**config.mk**
```make
export PLATFORM = sky130hd
export DESIGN_NAME = mbp_ctrl
export DESIGN_NICKNAME = d
export VERILOG_FILES = /design/src/include/mbp_pkg.sv /design/src/include/mbp_wd_if.sv /design/src/design/mbp_clk_watchdog.sv /design/src/design/mbp_ctrl.sv
export SDC_FILE = /design/constraint.sdc
export NUM_CORES = 1
export LEC_CHECK = 0
export CAP_MARGIN = 40
export CORE_MARGIN = 2
export CORE_UTILIZATION = 55
export CTS_BUF_LIST = sky130_fd_sc_hd__clkbuf_2
export DETAILED_ROUTE_END_ITERATION = 8
export DONT_BUFFER_PORTS = 1
export PLACE_DENSITY = 0.7
export SLEW_MARGIN = 20
export SYNTH_ARGS = -nofsm -noshare
export SYNTH_HDL_FRONTEND = slang
export SYNTH_SLANG_ARGS = --single-unit
```
**constraint.sdc**
```tcl
create_clock -name core_clk_i -period 7.68 [get_ports core_clk_i]
set_input_delay 0.768 -clock core_clk_i [delete_from_list [all_inputs] [get_ports core_clk_i]]
set_output_delay 0.768 -clock core_clk_i [all_outputs]
set_load 0.01 [all_outputs]
```
**src/include/mbp_pkg.sv**
```systemverilog
/*
 * constants shared by the brake and protection supervisor: register map,
 * field positions, reset values and cycle counts.
 * assumes a 25 MHz core clock; long counts are defaults of top parameters.
 */
package mbp_pkg;

  // ***************************************************************
  // clock and times
  // ***************************************************************
  localparam longint CLK_PERIOD_NS = 40;
  localparam longint STOP_CLEAR_NS = 1000000; // least stop or brake hold that clears
  localparam longint STOP_CLEAR_CYC = (STOP_CLEAR_NS + CLK_PERIOD_NS - 1) / CLK_PERIOD_NS;
  localparam longint LOCK_SEC_PER_UF = 37;    // 6.3 V supply; 30 at 5.0 V
  localparam longint LOCK_CAP_NF = 100;       // timing capacitance
  localparam longint LOCK_TIMEOUT_MS = LOCK_SEC_PER_UF * LOCK_CAP_NF;
  localparam longint LOCK_TIMEOUT_CYC = LOCK_TIMEOUT_MS * 1000000 / CLK_PERIOD_NS;
  localparam longint SETTLE_US = 1000;        // oscillator settle wait after start
  localparam longint SETTLE_CYC = (SETTLE_US * 1000 + CLK_PERIOD_NS - 1) / CLK_PERIOD_NS;

  // ***************************************************************
  // register map
  // ***************************************************************
  localparam logic [7:0] CTRL_OFS = 8'h00;
  localparam logic [7:0] STATUS_OFS = 8'h04;
  localparam logic [7:0] LOCK_TMO_OFS = 8'h08;
  localparam logic [7:0] CLK_WD_OFS = 8'h0C;

  // ctrl fields
  localparam int CTRL_STOP_BIT = 0;
  localparam int CTRL_BRAKE_BIT = 1;
  localparam logic CTRL_STOP_RST = 1'b1;
  localparam logic CTRL_BRAKE_RST = 1'b0;

  // status fields
  localparam int ST_POR_BIT = 0;
  localparam int ST_UV_BIT = 1;
  localparam int ST_LATCH_BIT = 2;
  localparam int ST_CLK_LOST_BIT = 3;
  localparam int ST_SETTLING_BIT = 4;
  localparam int ST_LOCK_FLAG_BIT = 5;
  localparam int ST_PASSIVE_BIT = 6;
  localparam int ST_LATCH_CLK_BIT = 7;

  // clock watchdog limit after reset, in core cycles
  localparam logic [15:0] CLK_WD_RST = 16'h0100;

  // run state of the supervisor
  typedef enum logic [1:0] {
    MBP_STOPPED,
    MBP_SETTLING,
    MBP_RUNNING
  } mbp_state_t;

endpackage

```
**src/include/mbp_wd_if.sv**
```systemverilog
/*
 * carrier between the supervisor and its reference clock watchdog.
 * assumes both ends run on the core clock.
 */
interface mbp_wd_if;
  logic ref_edge;
  logic enable;
  logic [15:0] limit;
  logic lost;

  modport ctrl (output ref_edge, output enable, output limit, input lost);
  modport wd (input ref_edge, input enable, input limit, output lost);
endinterface

```
**src/design/mbp_clk_watchdog.sv**
```systemverilog
/*
 * reference clock watchdog: flags loss when no edge arrives within limit + 1
 * core cycles. assumes ref_edge is already synchronised, one cycle wide.
 */
module mbp_clk_watchdog (
  // clock and reset
  input wire logic core_clk_i,
  input wire logic reset_i,
  // link to the supervisor
  mbp_wd_if.wd wd
);

  logic [15:0] gap_ff;
  logic lost_ff;

  // ***************************************************************
  // gap counter
  // ***************************************************************
  // edge-free cycle count
  always_ff @(posedge core_clk_i or posedge reset_i) begin
    if (reset_i) begin
      gap_ff <= 16'h0000;
      lost_ff <= 1'b0;
    end else if (!wd.enable || wd.ref_edge) begin
      gap_ff <= 16'h0000;
      lost_ff <= 1'b0;
    end else if (gap_ff >= wd.limit) begin
      lost_ff <= 1'b1; // stays until an edge comes back or enable drops
    end else begin
      gap_ff <= gap_ff + 16'h0001;
    end
  end

  assign wd.lost = lost_ff;

endmodule // mbp_clk_watchdog

```
**src/design/mbp_ctrl.sv**
```systemverilog
/*
 * brake and protection supervisor for a three-phase pre-driver: gates the
 * six gate enables from power-on reset, undervoltage, rotor lock latch,
 * clock loss and brake, with an apb register slave.
 * assumes comparator and pin levels arrive asynchronously and the
 * commutation, pwm and over-current inputs come from core-clock logic.
 */

// What this block does
// - braking, unless power-on reset, undervoltage, the latch or clock loss wins, turns all high-side drives on and all low-side drives off
// - current limiting is ignored while braking
// - braking forces full on-duty whatever the speed
// - brake is applied and released while staying in the start state
// - stop saves power; a fresh start waits for oscillator settling
// - lock flag high for the timeout in start latches high-side off
// - the rotor lock timeout is a configurable count
// - stop held about 1 ms, or power cycle, clears the latch
// - power-on reset pin held low keeps all drive off
// - passive timer termination disables lock and clock-loss protection
// - clock loss in start state turns the pwm drive off
// - clock return before lock timeout resumes drive by itself
// - a latch tripped during clock loss clears by 1 ms stop or brake
// - undervoltage turns high side off; recovery needs the upper threshold
// - lock flag is low inside the speed window, high outside
module mbp_ctrl #(
  parameter int unsigned STOP_CLEAR_CYC = 32'(mbp_pkg::STOP_CLEAR_CYC),
  parameter int unsigned LOCK_TIMEOUT_CYC = 32'(mbp_pkg::LOCK_TIMEOUT_CYC),
  parameter int unsigned SETTLE_CYC = 32'(mbp_pkg::SETTLE_CYC)
) (
  // clock and reset
  input wire logic core_clk_i,
  input wire logic reset_i,
  // apb slave
  input wire logic psel_i,
  input wire logic penable_i,
  input wire logic pwrite_i,
  input wire logic [7:0] paddr_i,
  input wire logic [31:0] pwdata_i,
  output logic [31:0] prdata_o,
  output logic pready_o,
  output logic pslverr_o,
  // asynchronous pins and comparators
  input wire logic ref_clk_pin_i,
  input wire logic speed_in_window_i,
  input wire logic protect_timer_reset_pin_i,
  input wire logic timer_pin_passive_i,
  input wire logic vcc_below_low_i,
  input wire logic vcc_above_high_i,
  // commutation and pwm from core-clock logic
  input wire logic [2:0] comm_high_i,
  input wire logic [2:0] comm_low_i,
  input wire logic pwm_on_i,
  input wire logic over_current_i,
  // gate enables
  output logic phase_a_high_drive_o,
  output logic phase_b_high_drive_o,
  output logic phase_c_high_drive_o,
  output logic [2:0] low_drive_o,
  // status toward the rest of the chip
  output logic speed_lock_flag_out_o,
  output logic duty_full_o,
  output logic current_limit_en_o,
  output logic power_save_o,
  output logic speed_ctrl_en_o
);

  initial begin
    if (STOP_CLEAR_CYC < 1 || SETTLE_CYC < 1 || LOCK_TIMEOUT_CYC < 1) begin
      $error("mbp_ctrl: cycle counts must be at least one");
    end
  end

  // ***************************************************************
  // pin synchronisers
  // ***************************************************************
  logic [5:0] meta_ff;
  logic [5:0] sync_ff;
  logic ref_prev_ff;

  // two stages before any logic looks at a pin
  always_ff @(posedge core_clk_i or posedge reset_i) begin
    if (reset_i) begin
      meta_ff <= 6'h00;
      sync_ff <= 6'h00;
      ref_prev_ff <= 1'b0;
    end else begin
      meta_ff <= {vcc_above_high_i, vcc_below_low_i, timer_pin_passive_i,
                  protect_timer_reset_pin_i, speed_in_window_i, ref_clk_pin_i};
      sync_ff <= meta_ff;
      ref_prev_ff <= sync_ff[0];
    end
  end

  logic ref_s, in_window_s, por_pin_s, passive_s, below_s, above_s;
  assign {above_s, below_s, passive_s, por_pin_s, in_window_s, ref_s} = sync_ff;

  // pin low means power-on reset held
  logic por_act;
  assign por_act = !por_pin_s;

  // ***************************************************************
  // registers
  // ***************************************************************
  logic stop_ff;
  logic brake_ff;
  logic [31:0] lock_tmo_ff;
  logic [15:0] clk_wd_ff;
  logic wr_en;
  logic access;

  assign access = psel_i && penable_i;
  assign wr_en = access && pwrite_i;

  // software writes; start state is stop bit low, brake works in it
  always_ff @(posedge core_clk_i or posedge reset_i) begin
    if (reset_i) begin
      stop_ff <= mbp_pkg::CTRL_STOP_RST;
      brake_ff <= mbp_pkg::CTRL_BRAKE_RST;
      lock_tmo_ff <= LOCK_TIMEOUT_CYC;
      clk_wd_ff <= mbp_pkg::CLK_WD_RST;
    end else if (wr_en) begin
      unique case (paddr_i)
        mbp_pkg::CTRL_OFS: begin
          stop_ff <= pwdata_i[mbp_pkg::CTRL_STOP_BIT];
          brake_ff <= pwdata_i[mbp_pkg::CTRL_BRAKE_BIT];
        end
        mbp_pkg::LOCK_TMO_OFS: lock_tmo_ff <= pwdata_i;
        mbp_pkg::CLK_WD_OFS: clk_wd_ff <= pwdata_i[15:0];
        default: ;
      endcase
    end
  end

  // ***************************************************************
  // run state and settle wait
  // ***************************************************************
  mbp_pkg::mbp_state_t state_ff;
  logic [31:0] settle_ff;

  always_ff @(posedge core_clk_i or posedge reset_i) begin
    if (reset_i) begin
      state_ff <= mbp_pkg::MBP_STOPPED;
      settle_ff <= 32'h0000_0000;
    end else if (stop_ff || por_act) begin
      state_ff <= mbp_pkg::MBP_STOPPED;
      settle_ff <= 32'h0000_0000;
    end else begin
      unique case (state_ff)
        mbp_pkg::MBP_STOPPED: state_ff <= mbp_pkg::MBP_SETTLING;
        mbp_pkg::MBP_SETTLING: begin
          if (settle_ff >= SETTLE_CYC - 1) begin
            state_ff <= mbp_pkg::MBP_RUNNING;
          end else begin
            settle_ff <= settle_ff + 32'h0000_0001;
          end
        end
        mbp_pkg::MBP_RUNNING: ;
      endcase
    end
  end

  logic start_st;
  assign start_st = !stop_ff;

  // ***************************************************************
  // undervoltage with hysteresis
  // ***************************************************************
  logic uv_ff;

  // trip below low, clear only above high
  always_ff @(posedge core_clk_i or posedge reset_i) begin
    if (reset_i) begin
      uv_ff <= 1'b1; // assume low supply until proven
    end else if (below_s) begin
      uv_ff <= 1'b1;
    end else if (above_s) begin
      uv_ff <= 1'b0;
    end
  end

  // ***************************************************************
  // clock watchdog
  // ***************************************************************
  mbp_wd_if wd_bus ();
  logic clk_lost;

  // passive timer pin also disables clock-loss protection
  assign wd_bus.enable = start_st && !passive_s && !por_act;
  assign wd_bus.ref_edge = ref_s ^ ref_prev_ff;
  assign wd_bus.limit = clk_wd_ff;
  assign clk_lost = wd_bus.lost;

  mbp_clk_watchdog u_wd (
    .core_clk_i(core_clk_i),
    .reset_i(reset_i),
    .wd(wd_bus)
  );

  // ***************************************************************
  // lock flag and rotor lock latch
  // ***************************************************************
  logic lock_flag_ff;
  logic [31:0] lock_cnt_ff;
  logic latch_ff;
  logic latch_clk_ff;
  logic [31:0] hold_cnt_ff;
  logic hold_cond;
  logic hold_done;
  logic latch_set;

  always_ff @(posedge core_clk_i or posedge reset_i) begin
    if (reset_i) begin
      lock_flag_ff <= 1'b1;
    end else begin
      lock_flag_ff <= !in_window_s;
    end
  end

  // continuous flag-high time in start state
  always_ff @(posedge core_clk_i or posedge reset_i) begin
    if (reset_i) begin
      lock_cnt_ff <= 32'h0000_0000;
    end else if (!start_st || !lock_flag_ff || latch_ff || passive_s || por_act) begin
      lock_cnt_ff <= 32'h0000_0000;
    end else if (!latch_set) begin
      lock_cnt_ff <= lock_cnt_ff + 32'h0000_0001;
    end
  end

  assign latch_set = start_st && lock_flag_ff && !latch_ff && !passive_s && !por_act
                     && (lock_cnt_ff >= lock_tmo_ff - 32'h0000_0001);

  // stop hold, or brake hold after a clock-loss trip
  assign hold_cond = stop_ff || (brake_ff && latch_clk_ff);
  assign hold_done = hold_cond && (hold_cnt_ff >= STOP_CLEAR_CYC - 1);

  always_ff @(posedge core_clk_i or posedge reset_i) begin
    if (reset_i) begin
      hold_cnt_ff <= 32'h0000_0000;
    end else if (!hold_cond) begin
      hold_cnt_ff <= 32'h0000_0000;
    end else if (!hold_done) begin
      hold_cnt_ff <= hold_cnt_ff + 32'h0000_0001;
    end
  end

  // the latch: a new trip wins over a clear in the same cycle
  always_ff @(posedge core_clk_i or posedge reset_i) begin
    if (reset_i) begin
      latch_ff <= 1'b0;
      latch_clk_ff <= 1'b0;
    end else if (latch_set) begin
      latch_ff <= 1'b1;
      latch_clk_ff <= clk_lost;
    end else if (hold_done || por_act) begin
      latch_ff <= 1'b0;
      latch_clk_ff <= 1'b0;
    end
  end

  // ***************************************************************
  // output gating
  // ***************************************************************
  logic [2:0] nxt_high;
  logic [2:0] nxt_low;
  logic nxt_duty_full;
  logic nxt_limit_en;
  logic braking;
  logic [2:0] high_ff;
  logic [2:0] low_ff;
  logic duty_full_ff;
  logic limit_en_ff;
  logic power_save_ff;
  logic speed_en_ff;

  // brake acts inside the start state
  assign braking = start_st && brake_ff;

  // priority chain for the gate enables
  always_comb begin
    nxt_high = 3'h0;
    nxt_low = 3'h0;
    nxt_duty_full = 1'b0;
    nxt_limit_en = 1'b1;
    if (por_act || !start_st) begin
      // everything off in reset and stop
      nxt_high = 3'h0;
    end else if (uv_ff || latch_ff) begin
      // high side off, low side follows commutation
      nxt_low = comm_low_i;
    end else if (clk_lost) begin
      // pwm side off; drops back once the clock returns
      nxt_low = comm_low_i;
    end else if (braking) begin
      // short the windings through the high side
      nxt_high = 3'h7;
      nxt_duty_full = 1'b1;
      nxt_limit_en = 1'b0;
    end else if (state_ff == mbp_pkg::MBP_RUNNING) begin
      // normal drive, limiter cuts the pwm side
      nxt_high = (pwm_on_i && !over_current_i) ? comm_high_i : 3'h0;
      nxt_low = comm_low_i;
    end
  end

  // every output comes from a flop
  always_ff @(posedge core_clk_i or posedge reset_i) begin
    if (reset_i) begin
      high_ff <= 3'h0;
      low_ff <= 3'h0;
      duty_full_ff <= 1'b0;
      limit_en_ff <= 1'b1;
      power_save_ff <= 1'b1;
      speed_en_ff <= 1'b0;
    end else begin
      high_ff <= nxt_high;
      low_ff <= nxt_low;
      duty_full_ff <= nxt_duty_full;
      limit_en_ff <= nxt_limit_en;
      // power saving while stopped, speed loop waits for settling
      power_save_ff <= !start_st;
      speed_en_ff <= (state_ff == mbp_pkg::MBP_RUNNING) && start_st && !por_act && !braking;
    end
  end

  assign phase_a_high_drive_o = high_ff[0];
  assign phase_b_high_drive_o = high_ff[1];
  assign phase_c_high_drive_o = high_ff[2];
  assign low_drive_o = low_ff;
  assign speed_lock_flag_out_o = lock_flag_ff;
  assign duty_full_o = duty_full_ff;
  assign current_limit_en_o = limit_en_ff;
  assign power_save_o = power_save_ff;
  assign speed_ctrl_en_o = speed_en_ff;

  // ***************************************************************
  // apb read side
  // ***************************************************************
  logic [31:0] nxt_rdata;
  logic nxt_err;
  logic [31:0] rdata_ff;
  logic err_ff;
  logic rdy_ff;

  // read mux; unmapped addresses answer with an error and zero data
  always_comb begin
    nxt_rdata = 32'h0000_0000;
    nxt_err = 1'b0;
    unique case (paddr_i)
      mbp_pkg::CTRL_OFS: begin
        nxt_rdata[mbp_pkg::CTRL_STOP_BIT] = stop_ff;
        nxt_rdata[mbp_pkg::CTRL_BRAKE_BIT] = brake_ff;
      end
      mbp_pkg::STATUS_OFS: begin
        nxt_rdata[mbp_pkg::ST_POR_BIT] = por_act;
        nxt_rdata[mbp_pkg::ST_UV_BIT] = uv_ff;
        nxt_rdata[mbp_pkg::ST_LATCH_BIT] = latch_ff;
        nxt_rdata[mbp_pkg::ST_CLK_LOST_BIT] = clk_lost;
        nxt_rdata[mbp_pkg::ST_SETTLING_BIT] = (state_ff == mbp_pkg::MBP_SETTLING);
        nxt_rdata[mbp_pkg::ST_LOCK_FLAG_BIT] = lock_flag_ff;
        nxt_rdata[mbp_pkg::ST_PASSIVE_BIT] = passive_s;
        nxt_rdata[mbp_pkg::ST_LATCH_CLK_BIT] = latch_clk_ff;
      end
      mbp_pkg::LOCK_TMO_OFS: nxt_rdata = lock_tmo_ff;
      mbp_pkg::CLK_WD_OFS: nxt_rdata[15:0] = clk_wd_ff;
      default: nxt_err = 1'b1;
    endcase
  end

  // answer in the cycle after setup, so each access lasts two cycles
  always_ff @(posedge core_clk_i or posedge reset_i) begin
    if (reset_i) begin
      rdata_ff <= 32'h0000_0000;
      err_ff <= 1'b0;
      rdy_ff <= 1'b0;
    end else begin
      rdy_ff <= psel_i && !penable_i;
      err_ff <= psel_i && !penable_i && nxt_err;
      rdata_ff <= (psel_i && !penable_i && !pwrite_i) ? nxt_rdata : 32'h0000_0000;
    end
  end

  assign prdata_o = rdata_ff;
  assign pready_o = rdy_ff;
  assign pslverr_o = err_ff;

endmodule // mbp_ctrl

```
# Word-level counts from Yosys, hierarchy flattened
# Index checks and enable logic that the tools add are counted.
# word_totals
input_bits	59
ff_bits	226
elab_cells	142
out_inout_bits	45
# op_classes
eq_ne	10
n_reduce_logical	52
addsub	5
n_bitwise	1
order_cmp	4
n_mux	44
# ops
operator	count
$mux 32	8
$add 32x1->32 const B	3
$ge 32x15->1 const B	2
$mux 16	3
$mux 3	11
$ge 32x32->1	1
$sub 32x1->32 const B	1
$logic_and 1x1->1	19
$pmux 6 s3	1
$add 16x1->16 const B	1
$eq 8x4->1 const B	2
$ge 16x16->1	1
$mux 1	16
$pmux 8 s2	1
$logic_not 1->1	11
$reduce_and 2->1	5
$logic_or 1x1->1	9
$eq 8x3->1 const B	1
$logic_not 8->1	1
$pmux 2 s4	1
$reduce_bool 2->1	4
$mux 2	2
$ne 2x1->1 const B	2
$ne 2x2->1 const B	2
8 further kinds	8

# Longest topological paths before layout
# depth
word_depth	8
ltp_mapped	18
ltp_nobuf	15

# By module
# From an unflattened synthesis, not the netlist that was laid out.
# hier_totals
cells_unflattened	1101
hier_area_um2	11496.0
# by_module_without_submodules
mod	area_per_inst_um2	cells_per_inst	n_inst	seq_area_each_um2
mbp_ctrl	10171.0	948	1	5248.8
mbp_clk_watchdog	1325.0	153	1	425.4

# Least setup slack after synthesis
# No wires, ideal clock.
# synth_timing
path_kind	reg-to-reg
startpoint	reg lock_tmo_ff[8]
endpoint	reg lock_cnt_ff[27]
period_less_slack_ns	4.297
t_arrival_ns	4.218
path_slack_ns	3.383
setup_time_ns	0.080
required_ns	7.600
path_stages_with_launch	19
path_buffers	4
cell_sequence	dfrtp_1 -> or3_1 -> or3_1 -> nor3_1 -> and3_1 -> clkbuf_1 -> nand3b_1 -> xor2_1 -> ha_1 -> a21o_1 -> a21o_1 -> a221oi_1 -> o21ai_0 -> clkbuf_1 -> or2_1 -> clkbuf_1 -> buf_2 -> nor4_1 -> mux2i_1
# synth_between
elab_chain_cells	4
# synth_lines
item	line_no	rtl
from (decl)	mbp_ctrl.sv:106	logic [31:0] lock_tmo_ff;
from (signal assigned)	mbp_ctrl.sv:127	mbp_pkg::LOCK_TMO_OFS: lock_tmo_ff <= pwdata_i;
$sub 32x1->32	mbp_ctrl.sv:231	&& (lock_cnt_ff >= lock_tmo_ff - 32'h0000_0001);
$ge 32x32->1	mbp_ctrl.sv:231	
$logic_and 1x1->1	mbp_ctrl.sv:231	
$ne 2x1->1 (no source line)	n/a	
to (signal assigned)	mbp_ctrl.sv:226	lock_cnt_ff <= lock_cnt_ff + 32'h0000_0001;
to (decl)	mbp_ctrl.sv:203	logic [31:0] lock_cnt_ff;
# Every way passes these cells.
# A chain may end at the register's enable or synchronous reset.

# Worst setup path after layout
# layout_timing
startpoint	reg lock_tmo_ff[8]
endpoint	reg lock_cnt_ff[22]
# Same word-level chain as after synthesis.

==> qor.log <==
qor: critical_path.worstReg2RegStart lock_tmo_ff[8]$_DFFE_PP0P_
qor: synth.synth_cells 1069
qor: critical_path.path_max_fanout 17
qor: global_routing.first_global_vias 7990
qor: finish.post_route_cells_drive_above_1_share 13.8%
qor: floorplanning.initial_utilization 56.3%
qor: critical_path.setup.reg_to_reg.worst_slack 2.68 ns
qor: critical_path.regToRegEndpoint lock_cnt_ff[22]$_DFFE_PP0P_
qor: synth.synth-warning-count 0
qor: cts.worst_skew_pair.late_latency 0.81 ns
qor: worst_hold_path.hold_class primary input to register
qor: sta.upper_clock_frequency_limit 0.200 GHz
qor: synth.post_synthesis_net_count 1181
qor: synth.synth.distinct_cells 60
qor: cts.htreeDepth 2
qor: cts.cts_tree built
qor: pwr.clkPwrFrac 36.5%
qor: finish.layout_commonest_cell sky130_fd_sc_hd__dfrtp_1
qor: sta.min_period_over_period 65.1%
qor: sta.setup_viol_count_final 0
qor: pwr.combinational_fraction_of_design_power 4.9%
qor: global_routing.groute.usage.overall 23.8%
qor: worst_hold_path.holdPathStages 2
qor: placed_design.post-place-cells 1308
qor: drt.maxUsedRoutingLayer met4
qor: floorplanning.design.core.area 0.0196 mm²
qor: pwr.internal_power 1520 µW
qor: critical_path.timing.setup.critical_path_class register to register
qor: floorplanning.io_pins 104
qor: placed_design.detailed_place_hpwl 17500 µm
qor: synth.synth_largest_area_cell sky130_fd_sc_hd__dfrtp_1
qor: sta.fin_ws 2.68 ns
qor: drt.route.detailed.wl_per_inst 17.4 µm
qor: synth.avgSynthCellArea 10.3 µm²
qor: drt.finalWirelength 24700 µm
qor: drt.detailedRoute.firstPassIterationCount 6
qor: floorplanning.std_cell_rows 51
qor: pwr.power.leakage 0.00553 µW
qor: placed_design.gp_congestion 0.885
qor: cts.clk_pin_slew 0.11 ns
qor: finish.area_delta_synth_final 8.32%
qor: synth.share_of_yosys_cell_area_claimed_by_the_top_area_cell_type 47.8%
qor: cts.postCtsSetupRepairBufs 0
qor: pwr.worst_voltage_drop_across_the_vdd_grid 0.185 mV
qor: synth.ys_ff_latch 226
qor: floorplanning.dieWidth 146 µm
qor: sta.final_max_tran_viols 0
qor: critical_path.cp_data_arrival_time 5.73 ns
qor: finish.final_stage_net_count 1225
qor: critical_path.crit_path_end_kind register
qor: drt.routed-wl-met2 11500 µm
qor: pwr.power.net_switching 563 µW
qor: critical_path.cp_data_required_time 8.41 ns
qor: cts.cts_hold_buffers 10
qor: finish.non_filler_cells_in_the_finished_layout 1422
qor: critical_path.cpMaxStageDelayCell sky130_fd_sc_hd__or4b_1
qor: synth.cell_area_after_synthesis 0.0110 mm²
qor: sta.timing_worst_slew_pin_value 0.839 ns
qor: global_routing.grt_max_degree 103
qor: floorplanning.design.die.area 0.0212 mm²
qor: synth.ys.flop_type sky130_fd_sc_hd__dfrtp_1
qor: placed_design.pre_cts_slack 2.75 ns
qor: sta.maxSlewHeadroom 43.7%
qor: pwr.switching_share 27.0%
qor: drt.met3RoutedLength 1480 µm
qor: drt.first_iter_violations 535
qor: pwr.power.share.sequential 58.6%
qor: job.cap_violations 0
qor: sta.rsz_0062_raised_after_global_routing no
qor: finish.layout.cells.most_common_list sky130_fd_sc_hd__dfrtp_1 (211), sky130_fd_sc_hd__nor2_1 (103), sky130_fd_sc_hd__nand2_1 (83)
qor: sta.clock-skew-final 0.0313 ns
qor: sta.fin_setup_tns 0 ns
qor: cts.tritoncts.num_buffers 55
qor: critical_path.worst_setup_path_start_kind register
qor: drt.vias 8123
qor: sta.finalWorstPathRequiredPeriod 5.00 ns
qor: pwr.powerDensity 174 mW/mm²
qor: drt.route.detailed.drc 0
qor: cts.ctsResizeCount 0
qor: status.outcome completed
qor: synth.postSynth.asyncResetShare 100%
qor: placed_design.buffer_ports.inserted 0
qor: critical_path.max_stage_delay 0.74 ns
qor: worst_hold_path.hold_end clk_wd_ff[8]$_DFFE_PP1P_
qor: synth.synth.yosys.seq_area_share 51.4%
qor: cts.cts_max_path_buffers 3
qor: global_routing.global_route_wire_length_before_repair 41000 µm
qor: drt.antenna_violating_nets_post_route 0
qor: global_routing.antenna_found_initial 1
qor: floorplanning.die_height 146 µm
qor: synth.synth-edff-count 0
qor: synth.synth_area_leaders sky130_fd_sc_hd__dfrtp_1 (48%), sky130_fd_sc_hd__ha_1 (6.0%), sky130_fd_sc_hd__mux2_2 (3.9%)
qor: cts.clk_root_buffer_cell sky130_fd_sc_hd__clkbuf_2
qor: drt.via_per_inst 5.71
qor: critical_path.reg2regPathDepth 16
qor: sta.timing_hold_violations_final 0
qor: global_routing.grt.overflow.total 0
qor: worst_hold_path.holdCritStartpoint pwdata_i[8]
qor: drt.routedLengthMet1 11200 µm
qor: critical_path.timing.critical_path.cells or3_1 -> or3_1 -> nor3_1 -> nand2_1 -> nor3_1 -> nor3b_1 -> xnor2_1 -> ha_1 -> a21oi_1 -> o21ai_1 -> a221oi_1 -> o21ai_0 -> buf_4 -> or4b_1 -> or4_1 -> a21oi_1
qor: finish.fillerInstances 1673
qor: cts.cts.sink_count 226
-- power by group through the flow --
stage / clock [µW] / sequential [µW] / combinational, µW
floorplan: 0 / 1240 / 72.8
global placement: 0 / 1240 / 92.5
detailed placement: 0 / 1240 / 97.6
CTS: 794 / 1220 / 103
global route: 856 / 1220 / 116
finish: 762 / 1220 / 101
-- area by class of cell --
| type | instances | area [µm²] | share of cell area (%) |
|---|---|---|---|
| diodes | 1 | 2.50 | 0.0209 |
| clock buffers | 79 | 395 | 3.31 |
| clock inverters | 21 | 91.3 | 0.764 |
| inverters | 39 | 154 | 1.29 |
| multi-input cells | 765 | 5050 | 42.3 |
| flip-flops and latches | 226 | 5670 | 47.5 |
| well taps | 265 | 332 | 2.77 |
| repair buffers | 26 | 253 | 2.11 |
-- layer usage --
| layer | vias to the layer above | GRT usage, % |
|---|---|---|
| li1 | 3923 | - |
| met1 | 3923 | 32.6 |
| met2 | 234 | 37.8 |
| met3 | 43 | 5.71 |
| met4 | 0 | 7.25 |
| met5 | - | 0 |
-- worst max-delay path by stage --
stage,slack [ns],to,cells after the start,startpoint
3_3_place_gp,2.67,latch_clk_ff$_DFFE_PP0P_,13,lock_tmo_ff[8]$_DFFE_PP0P_
3_5_place_dp,2.75,lock_cnt_ff[22]$_DFFE_PP0P_,16,lock_tmo_ff[8]$_DFFE_PP0P_
2_1_floorplan,0.75,brake_ff$_DFFE_PP0P_,1,reset_i
5_1_grt,2.26,lock_cnt_ff[22]$_DFFE_PP0P_,15,lock_tmo_ff[8]$_DFFE_PP0P_
4_1_cts,2.74,lock_cnt_ff[22]$_DFFE_PP0P_,16,lock_tmo_ff[8]$_DFFE_PP0P_
6_report,2.68,lock_cnt_ff[22]$_DFFE_PP0P_,16,lock_tmo_ff[8]$_DFFE_PP0P_
-- worst max-delay path: cells and delay by family (launching register included) --
kind	cells	cell delay, ns
simple gates	8	3.12
compound gates	5	0.79
flops	1	0.43
fa+ha+maj	1	0.26
buf+inv	1	0.19
xor+xnor	1	0.15
-- cell usage after synthesis, types with 10 or more instances --
master,count
sky130_fd_sc_hd__and3_1,32
sky130_fd_sc_hd__ha_1,53
sky130_fd_sc_hd__or4_1,13
sky130_fd_sc_hd__xnor2_1,41
sky130_fd_sc_hd__inv_1,39
sky130_fd_sc_hd__nand3_1,30
sky130_fd_sc_hd__dfstp_2,15
sky130_fd_sc_hd__nand2b_1,10
sky130_fd_sc_hd__nor2_1,103
sky130_fd_sc_hd__o21ai_0,38
sky130_fd_sc_hd__and2_1,37
sky130_fd_sc_hd__or3_1,21
sky130_fd_sc_hd__mux2_2,38
sky130_fd_sc_hd__nor4_1,20
sky130_fd_sc_hd__nand2_1,83
sky130_fd_sc_hd__nand4_1,24
sky130_fd_sc_hd__a21oi_1,52
sky130_fd_sc_hd__a22oi_1,15
sky130_fd_sc_hd__nor3_1,25
sky130_fd_sc_hd__xor2_1,25
sky130_fd_sc_hd__dfrtp_1,211
sky130_fd_sc_hd__clkbuf_1,26
sky130_fd_sc_hd__o31ai_1,12
-- sequential cells by signal, summed over array words and instances, names as in the netlist, 6 cells and up --
| name | count |
|---|---|
| clk_wd_ff | 16 |
| prdata_o | 32 |
| u_wd.gap_ff | 16 |
| lock_cnt_ff | 32 |
| lock_tmo_ff | 32 |
| hold_cnt_ff | 32 |
| settle_ff | 32 |
| meta_ff | 6 |
| sync_ff | 6 |
-- metrics by stage --
step	hold slack (ns)	utilization [%]	power (µW)	cell area (µm²)
6_report	0.0724	61.0	2080	12000
5_1_grt	0.00157	61.0	2200	12000
4_1_cts	0.00285	60.9	2120	11900
3_5_place_dp	0.335	57.9	1340	11300
3_3_place_gp	0.333	57.6	1340	11300
2_1_floorplan	0.331	-	1310	11000
-- logic make-up after synthesis --
group / count (synthesis) / synth area share (%)
AND/OR/NAND/NOR: 438 / 20.7
flip-flops: 226 / 51.4
adder cells (fa/ha/maj): 53 / 6.01
AO/OA/AOI/OAI: 162 / 9.03
multiplexers: 46 / 4.73
buffers and inverters: 78 / 2.86
XOR/XNOR: 66 / 5.24
Power figures use the tool's default switching activity.
